--- src/dcx_defs.svh ---
`ifndef DCX_DEFS_SVH
`define DCX_DEFS_SVH

// Register indices; byte address is four times the index
`define DCX_IDX_CCX       8'h0a
`define DCX_IDX_FX        8'h0b
`define DCX_IDX_CTRL      8'h10
`define DCX_IDX_CADDR     8'h11
`define DCX_IDX_STAT      8'h12

// Qualifier extension fields
`define DCX_CCX_DIR_EN    7
`define DCX_CCX_DIR_VAL   6
`define DCX_CCX_PAGE      5
`define DCX_CCX_B16       0

// Extended information fields
`define DCX_FX_PAGED_ACCESS_FLAG      7
`define DCX_FX_B16        0

// Own control fields
`define DCX_CTRL_ENABLE   0
`define DCX_CTRL_BEGIN    1
`define DCX_CTRL_LOOP     2

// Reset values
`define DCX_RST_CTRL_BEGIN 1'b1
`define DCX_RST_CADDR      16'h0000

// Bus answers
`define DCX_RESP_OKAY     2'b00
`define DCX_RESP_SLVERR   2'b10

`endif

--- src/dcx_pkg.sv ---
package dcx_pkg;

  typedef enum logic [1:0] {
    DCX_ST_IDLE = 2'b01,
    DCX_ST_BUSY = 2'b10
  } dcx_state_e;

  // Core bus view, one cycle per valid
  typedef struct packed {
    logic        valid;
    logic        rnw;
    logic        page_sel;
    logic        linear_sel;
    logic [2:0]  prog_page;
    logic [15:0] cpu_addr;
    logic [16:0] lin_addr;
  } dcx_core_bus_s;

  typedef struct packed {
    logic dir_en;
    logic dir_val;
    logic page_q;
    logic b16;
  } dcx_ccx_s;

  typedef struct packed {
    logic paged_access_flag;
    logic b16;
  } dcx_fx_s;

  typedef struct packed {
    logic enable;
    logic begin_t;
    logic loop;
  } dcx_ctrl_s;

  typedef struct packed {
    dcx_state_e  wst;
    dcx_state_e  rst;
    logic        aw_got;
    logic        w_got;
    logic [7:0]  waddr;
    logic [31:0] wdata;
    logic [3:0]  wstrb;
    logic        awready;
    logic        wready;
    logic        bvalid;
    logic [1:0]  bresp;
    logic        arready;
    logic        rvalid;
    logic [1:0]  rresp;
    logic [31:0] rdata;
    dcx_ccx_s    ccx;
    logic [15:0] comp_addr;
    dcx_fx_s     fx;
    dcx_ctrl_s   ctrl;
    logic        match;
    logic        fifo_store;
  } dcx_state_s;

endpackage

--- src/dcx_comp_c_ext.sv ---
// Implementation choice: register access over AXI4-Lite.
`timescale 1ns/10ps
`default_nettype none
`include "dcx_defs.svh"

// Behaviour
// - With direction matching disabled, comparator C ignores whether a cycle reads or writes.
// - With direction matching enabled, a value of 0 matches writes only and 1 matches reads only.
// - Comparator C matches only when the page-select signal equals the page qualify bit.
// - A paged access is compared as the 3-bit program page above CPU address bits 13 to 0.
// - An unpaged access is compared as the CPU address with bit 16 zero, or a linear pointer.
// - Core address bit 16 is compared against the stored extension bit.
// - Each stored change-of-flow word carries the page-select flag, readable in bit 7 of the info register.
// - A flag of 0 marks event data or an unpaged address, including a linear pointer; 1 marks a paged flash address.
// - Bit 0 of the info register returns bit 16 of the address in the current trace word.
// - An end-trace reset with the module enabled and trigger at end keeps the extension bits.
// - In loop mode a stored change-of-flow address and its flag also go into comparator C.
// - The begin/end bit selects whether a trigger starts or stops storing; 0 means at the end.
// - The module enable is forced to zero and cannot be set while the part is secure.
module dcx_comp_c_ext #(
  parameter int CORE_AW = 17
) (
  // Clock and reset
  input  wire logic                   aclk,
  input  wire logic                   aresetn,
  input  wire logic                   end_run_reset,
  // AXI4-Lite write
  input  wire logic [7:0]             s_axi_awaddr,
  input  wire logic                   s_axi_awvalid,
  output var  logic                   s_axi_awready,
  input  wire logic [31:0]            s_axi_wdata,
  input  wire logic [3:0]             s_axi_wstrb,
  input  wire logic                   s_axi_wvalid,
  output var  logic                   s_axi_wready,
  output var  logic [1:0]             s_axi_bresp,
  output var  logic                   s_axi_bvalid,
  input  wire logic                   s_axi_bready,
  // AXI4-Lite read
  input  wire logic [7:0]             s_axi_araddr,
  input  wire logic                   s_axi_arvalid,
  output var  logic                   s_axi_arready,
  output var  logic [31:0]            s_axi_rdata,
  output var  logic [1:0]             s_axi_rresp,
  output var  logic                   s_axi_rvalid,
  input  wire logic                   s_axi_rready,
  // Core side
  input  wire dcx_pkg::dcx_core_bus_s core,
  input  wire logic                   secure,
  input  wire logic                   cof_strobe,
  input  wire logic                   event_strobe,
  // Trace side
  output var  logic                   comp_c_match,
  output var  logic                   fifo_store,
  output var  logic                   trigger_at_end_n,
  output var  logic                   loop_capture_mode,
  output var  logic                   debug_module_enable
);
  import dcx_pkg::*;

  if (CORE_AW != 17) begin : g_chk
    $error("dcx_comp_c_ext: core address must be 17 bits");
  end

  dcx_state_s s;
  dcx_state_s next_s;

  function automatic logic [16:0] form_addr(input dcx_core_bus_s b);
    if (b.page_sel) begin
      form_addr = {b.prog_page, b.cpu_addr[13:0]};
    end else if (b.linear_sel) begin
      form_addr = b.lin_addr;
    end else begin
      form_addr = {1'b0, b.cpu_addr};
    end
  endfunction

  // Address, bit 16 and page agree; direction is handled by the caller
  function automatic logic addr_hit(input dcx_ccx_s c, input logic [15:0] ca,
                                    input logic [16:0] a, input logic psel);
    addr_hit = (a[15:0] == ca) && (a[16] == c.b16) && (psel == c.page_q);
  endfunction

  function automatic logic [7:0] idx_of(input logic [7:0] a);
    idx_of = {2'b00, a[7:2]};
  endfunction

  logic [16:0] cur_addr;
  logic        dir_ok;
  logic        loop_hit;
  logic        preserve;
  logic        do_store;
  logic [7:0]  ridx;
  logic [7:0]  widx;

  always_comb begin
    cur_addr = form_addr(core);
    dir_ok   = !s.ccx.dir_en || (core.rnw == s.ccx.dir_val);
    loop_hit = addr_hit(s.ccx, s.comp_addr, cur_addr, core.page_sel);
    preserve = end_run_reset && s.ctrl.enable && !s.ctrl.begin_t;
    ridx     = idx_of(s_axi_araddr);
    widx     = idx_of(s.waddr);
    do_store = 1'b0;
    next_s   = s;

    // Comparator C, one registered match per bus cycle
    next_s.match = core.valid && s.ctrl.enable && dir_ok &&
                   addr_hit(s.ccx, s.comp_addr, cur_addr, core.page_sel);

    // Trace word capture
    next_s.fifo_store = 1'b0;
    if (s.ctrl.enable && cof_strobe) begin
      // A loop repeat is dropped so tight loops do not flood the buffer
      do_store = !(s.ctrl.loop && loop_hit);
      if (do_store) begin
        next_s.fifo_store = 1'b1;
        next_s.fx.paged_access_flag   = core.page_sel;
        next_s.fx.b16     = cur_addr[16];
        if (s.ctrl.loop) begin
          next_s.comp_addr  = cur_addr[15:0];
          next_s.ccx.b16    = cur_addr[16];
          next_s.ccx.page_q = core.page_sel;
        end
      end
    end else if (s.ctrl.enable && event_strobe) begin
      next_s.fifo_store = 1'b1;
      next_s.fx         = '0;
    end

    // Write channel
    if (s.awready && s_axi_awvalid) begin
      next_s.aw_got  = 1'b1;
      next_s.awready = 1'b0;
      next_s.waddr   = s_axi_awaddr;
    end
    if (s.wready && s_axi_wvalid) begin
      next_s.w_got  = 1'b1;
      next_s.wready = 1'b0;
      next_s.wdata  = s_axi_wdata;
      next_s.wstrb  = s_axi_wstrb;
    end
    case (s.wst)
      DCX_ST_IDLE: begin
        if (s.aw_got && s.w_got) begin
          next_s.wst    = DCX_ST_BUSY;
          next_s.bvalid = 1'b1;
          next_s.bresp  = `DCX_RESP_OKAY;
          if (widx == `DCX_IDX_CCX) begin
            if (s.wstrb[0]) begin
              next_s.ccx.dir_en  = s.wdata[`DCX_CCX_DIR_EN];
              next_s.ccx.dir_val = s.wdata[`DCX_CCX_DIR_VAL];
              next_s.ccx.page_q  = s.wdata[`DCX_CCX_PAGE];
              next_s.ccx.b16     = s.wdata[`DCX_CCX_B16];
            end
          end else if (widx == `DCX_IDX_FX) begin
            next_s.bresp = `DCX_RESP_OKAY;
          end else if (widx == `DCX_IDX_CTRL) begin
            if (s.wstrb[0]) begin
              next_s.ctrl.enable  = s.wdata[`DCX_CTRL_ENABLE];
              next_s.ctrl.begin_t = s.wdata[`DCX_CTRL_BEGIN];
              next_s.ctrl.loop    = s.wdata[`DCX_CTRL_LOOP];
            end
          end else if (widx == `DCX_IDX_CADDR) begin
            if (s.wstrb[0]) begin
              next_s.comp_addr[7:0] = s.wdata[7:0];
            end
            if (s.wstrb[1]) begin
              next_s.comp_addr[15:8] = s.wdata[15:8];
            end
          end else if (widx != `DCX_IDX_STAT) begin
            next_s.bresp = `DCX_RESP_SLVERR;
          end
        end
      end
      DCX_ST_BUSY: begin
        if (s_axi_bready) begin
          next_s.wst     = DCX_ST_IDLE;
          next_s.bvalid  = 1'b0;
          next_s.aw_got  = 1'b0;
          next_s.w_got   = 1'b0;
          next_s.awready = 1'b1;
          next_s.wready  = 1'b1;
        end
      end
      default: begin
        next_s.wst = DCX_ST_IDLE;
      end
    endcase

    // Read channel
    case (s.rst)
      DCX_ST_IDLE: begin
        if (s_axi_arvalid) begin
          next_s.rst     = DCX_ST_BUSY;
          next_s.arready = 1'b0;
          next_s.rvalid  = 1'b1;
          next_s.rresp   = `DCX_RESP_OKAY;
          next_s.rdata   = 32'h0000_0000;
          if (ridx == `DCX_IDX_CCX) begin
            next_s.rdata[`DCX_CCX_DIR_EN]  = s.ccx.dir_en;
            next_s.rdata[`DCX_CCX_DIR_VAL] = s.ccx.dir_val;
            next_s.rdata[`DCX_CCX_PAGE]    = s.ccx.page_q;
            next_s.rdata[`DCX_CCX_B16]     = s.ccx.b16;
          end else if (ridx == `DCX_IDX_FX) begin
            next_s.rdata[`DCX_FX_PAGED_ACCESS_FLAG] = s.fx.paged_access_flag;
            next_s.rdata[`DCX_FX_B16]   = s.fx.b16;
          end else if (ridx == `DCX_IDX_CTRL) begin
            next_s.rdata[`DCX_CTRL_ENABLE] = s.ctrl.enable;
            next_s.rdata[`DCX_CTRL_BEGIN]  = s.ctrl.begin_t;
            next_s.rdata[`DCX_CTRL_LOOP]   = s.ctrl.loop;
          end else if (ridx == `DCX_IDX_CADDR) begin
            next_s.rdata[15:0] = s.comp_addr;
          end else if (ridx == `DCX_IDX_STAT) begin
            next_s.rdata[0] = s.match;
          end else begin
            next_s.rresp = `DCX_RESP_SLVERR;
          end
        end
      end
      DCX_ST_BUSY: begin
        if (s_axi_rready) begin
          next_s.rst     = DCX_ST_IDLE;
          next_s.rvalid  = 1'b0;
          next_s.arready = 1'b1;
        end
      end
      default: begin
        next_s.rst = DCX_ST_IDLE;
      end
    endcase

    if (!aresetn) begin
      next_s            = '0;
      next_s.wst        = DCX_ST_IDLE;
      next_s.rst        = DCX_ST_IDLE;
      next_s.awready    = 1'b1;
      next_s.wready     = 1'b1;
      next_s.arready    = 1'b1;
      next_s.comp_addr  = `DCX_RST_CADDR;
      next_s.ctrl.begin_t = `DCX_RST_CTRL_BEGIN;
      if (preserve) begin
        next_s.ccx       = s.ccx;
        next_s.fx        = s.fx;
        next_s.comp_addr = s.comp_addr;
        next_s.ctrl      = s.ctrl;
      end
    end

    // Last, so neither software nor a kept end-run state can enable a secure part
    if (secure) begin
      next_s.ctrl.enable = 1'b0;
    end
  end

  always_ff @(posedge aclk) begin
    s <= next_s;
  end

  assign s_axi_awready       = s.awready;
  assign s_axi_wready        = s.wready;
  assign s_axi_bvalid        = s.bvalid;
  assign s_axi_bresp         = s.bresp;
  assign s_axi_arready       = s.arready;
  assign s_axi_rvalid        = s.rvalid;
  assign s_axi_rresp         = s.rresp;
  assign s_axi_rdata         = s.rdata;
  assign comp_c_match        = s.match;
  assign fifo_store          = s.fifo_store;
  assign trigger_at_end_n    = s.ctrl.begin_t;
  assign loop_capture_mode   = s.ctrl.loop;
  assign debug_module_enable = s.ctrl.enable;

  // Helpers read only by the checks below
  logic page_top;
  assign page_top = core.prog_page[2];
endmodule
`default_nettype wire

--- config.mk ---
export PLATFORM = sky130hd
export DESIGN_NAME = dcx_comp_c_ext
export DESIGN_NICKNAME = d
export VERILOG_FILES = /design/src/dcx_pkg.sv /design/src/dcx_comp_c_ext.sv
export VERILOG_INCLUDE_DIRS = /design/src
export SDC_FILE = /design/constraint.sdc
export NUM_CORES = 1
export LEC_CHECK = 0
export BUFFER_PORTS_ARGS = -buffer_cell sky130_fd_sc_hd__buf_2
export CORE_ASPECT_RATIO = 1.25
export CORE_MARGIN = 2
export CORE_UTILIZATION = 40
export CTS_CLUSTER_SIZE = 30
export DETAILED_ROUTE_END_ITERATION = 8
export PLACE_DENSITY = 0.76
export SLEW_MARGIN = 0
export SYNTH_ARGS = -nofsm -noshare
export SYNTH_HDL_FRONTEND = slang
export SYNTH_SLANG_ARGS = --single-unit
--- constraint.sdc ---
create_clock -name aclk -period 2.9 [get_ports aclk]
set_clock_uncertainty 0.05 [all_clocks]
set_input_delay 0.87 -clock aclk [delete_from_list [all_inputs] [get_ports aclk]]
set_output_delay 0.87 -clock aclk [all_outputs]
set_load 0.02 [all_outputs]
==> qor.log <==
[outcome] status finished, final reports clean
[timing] number of setup violations in the final report 0
[floorplanning] count of standard-cell rows 42
[worst_setup_path] Crit path top cell by count buf_4
[worst_setup_path] Worst setup SP type input pin
[timing] Tcrit/Tclk final 99.7%
[global_route] number of global-route vias before repair 3985
[yosys] fraction of synthesized cell area taken by the top area cell type 25.7%
[clock_tree] clock buffer count from CTS 9
[clock_tree] CTS sink cnt 80
[route] detail-routed net length per standard cell 15.9 um
[timing] Fmax achieved 346 MHz
[pwr] total leakage power 2.44 nW
[yosys] flip-flop and latch count after synthesis 80
[cells_and_area] n_diodes 0
[clock_tree] Clock Pin Slew Worst Setup and Hold Paths 0.07 ns
[yosys] number of enable flip-flop cells after synthesis 24
[global_route] Total GRT Usage 21.6%
[timing] total negative setup slack 0 ns
[timing] max-slew headroom at the worst pin 53.7%
[pwr] power after layout 2.69 mW
[clock_tree] H-Tree Depth 3
[timing] Hold Violations, Final 0
[global_route] largest net degree at the start of global routing 28
[yosys] netlist area before placement 0.00436 mm^2
[clock_tree] worst skew pair latency 0.35 ns
[yosys] Distinct cells, synth 56
[yosys] asr flop ratio synth 0%
[cells_and_area] layout cell share with drive strength beyond 1 30.5%
[yosys] cell types with the highest counts after synthesis 100 x nand2_1, 56 x dfxtp_1, 45 x a21oi_1
[timing] setup repair after global routing missed its margin yes
[hold_path] Hold Path Class flip-flop to flip-flop
[floorplanning] area of the die 0.0118 mm^2
[yosys] Yosys Warn Count 0
[pwr] Power Dens Cells 485 mW/mm^2
[worst_setup_path] worst endpoint required time 2.94 ns
[route] drt drc 0
[route] via total after detailed routing 4177
[route] count of TritonRoute iterations in the first routing pass 5
[floorplanning] Die X-Extent 97.4 um
[worst_setup_path] slowest stage cell, crit path a21oi_4
[timing] actual transition at the worst max-transition pin 0.692 ns
[floorplanning] num ports 149
[yosys] average cell area after synthesis 8.27 um^2
[placed_design] HPWL Detailed 9930 um
[floorplanning] Die Height 121 um
[yosys] top-count cell post-synth nand2_1
[route] post-detailed-route via-to-cell ratio 5.25
[global_route] aggregate global routing overflow 0
[clock_tree] clock root buffer clkbuf_16
[route] DRC marker count from the first detailed-route iteration 221
[pwr] Max IR drop VDD 0.236 mV
[route] final antenna-violating net count 0
[timing] Worst Hold Margin 0.405 ns
[clock_tree] maximum clock path buffer count 2
[yosys] cells taking the most area after synthesis dfxtp_1 26%, edfxtp_1 17%, nand2_1 8.6%, buf_4 6.4%, a21oi_1 5.2%
[clock_tree] post-cts hold buffer count 0
[run] MaxCap Viol Count 0
[worst_setup_path] Critical Path, Cell by Cell buf_2, nor2b_4, buf_6, buf_4, mux2i_4, mux2i_1, nand3_1, nor4_4, buf_4, a21oi_4, buf_4, nor2_1, a211o_1
[timing] final count of pins violating max slew 0
[cells_and_area] area overhead of the layout relative to synthesis 27.2%
[global_route] initial antenna violation count 0
[worst_setup_path] start-to-end type of the worst setup path input pin to flip-flop
[yosys] leading register cell type out of synthesis dfxtp_1
[cells_and_area] net count reported at finish 761
[route] WL final 12600 um
[yosys] number of instances in the synthesized netlist 527
[worst_setup_path] highest net fanout along the worst path 6
[placed_design] GP Congestion 0.891
[placed_design] number of input and output port buffers inserted 108
[floorplanning] total core area 0.0106 mm^2
[yosys] share of the yosys chip area belonging to registers 42.2%
[floorplanning] starting utilization of the core area 41.1%
[worst_setup_path] CP arrival 2.93 ns
[worst_setup_path] crit path capture type flip-flop
[global_route] wire length of the first global-routing pass 20000 um
[worst_setup_path] longest individual stage delay on the worst path 0.26 ns
[yosys] cell taking the most area after synthesis dfxtp_1
[clock_tree] clock tree from TritonCTS built
[timing] fin crit period 2.89 ns
==> final timing paths <==
kind | startpoint | to | slack, ns | cells past startpoint
min | s_axi_rdata[1] | s_axi_rdata[1] | 0.41 | 2
min reg2reg | s_axi_rdata[1] | s_axi_rdata[1] | 0.41 | 2
max reg2reg | s[9] | s[22] | 0.39 | 10
max | core[37] | s[13] | 0.01 | 13
==> layer usage <==
| layer | GRT usage, % | vias up | routed length [um] |
|---|---|---|---|
| li1 | - | 2067 | - |
| met1 | 26.0 | 1957 | 5230 |
| met2 | 37.7 | 135 | 6460 |
| met3 | 4.80 | 18 | 626 |
| met4 | 8.16 | 0 | 284 |
| met5 | 0 | - | 0 |
==> worst max-delay path, delay by kind of cell <==
kind                   cells  cell delay, ns
muxes                      2            0.32
buffers and inverters      5            0.71
AOI/OAI and AO/OA          2            0.52
and+or+nand+nor            4            0.50
==> stage by stage <==
step | setup WS, ns | std cells | utilization (%) | area (um^2)
after floorplan | 0.0635 | 544 | - | 4420
after global placement | -0.413 | 768 | 47.7 | 5060
after detailed placement | -0.475 | 768 | 47.7 | 5060
after CTS | -0.00445 | 787 | 51.0 | 5410
after global routing | -0.0346 | 795 | 52.3 | 5550
final | 0.00980 | 795 | 52.3 | 5550
==> cell families after synthesis <==
logic type                after synthesis  synth area share, %
and+or+nand+nor                       210                 22.7
AOI/OAI and AO/OA                     130                 18.9
buffers and inverters                  83                 11.0
DFF                                    80                 42.2
muxes                                  13                 3.07
xor gates and xnor gates               10                 2.01
other                                   1               0.0860
==> power breakdown <==
group | leakage [nW] | internal [mW] | switching, mW
logic | 1.56 | 0.158 | 0.214
clock network | 0.138 | 0.614 | 0.483
registers | 0.741 | 1.19 | 0.0325
==> layout make-up <==
class	count	area [um^2]
clock buffer	10	239
multi-input combinational	381	2180
tap	132	165
fill	1041	5070
sequential	80	1840
timing repair buffer	163	983
inverter	23	86.3
clock inverter	6	50.0
==> sequential cells by signal (all words and copies together), names as in the netlist <==
register,flops
s_axi_arready,1
s_axi_rdata,16
loop_capture_mode,1
s,52
s_axi_bvalid,1
s_axi_bresp,1
s_axi_wready,1
fifo_store,1
comp_c_match,1
s_axi_rvalid,1
trigger_at_end_n,1
s_axi_awready,1
s_axi_rresp,1
debug_module_enable,1
==> timing repair <==
item / CTS / global route
cloned: 0 / 0
buffers inserted: 3 / 8
resized for setup: 9 / 19
setup endpoints to repair: 17 / 21
pin swaps: 5 / 9
==> layout by cell type, fill, tap and decap left out, types with 6 or more instances in the layout <==
master,count
buf_2,107
nand2_1,100
dfxtp_1,56
buf_4,51
a21oi_1,45
nor2_1,40
edfxtp_1,24
inv_1,23
nand3_1,18
conb_1,18
o21ai_1,12
o21ai_0,12
a32oi_1,10
a22oi_1,10
clkbuf_16,9
nand2b_1,8
o211ai_1,7
and3_1,7
xor2_1,6
Power figures use the tool's default switching activity.
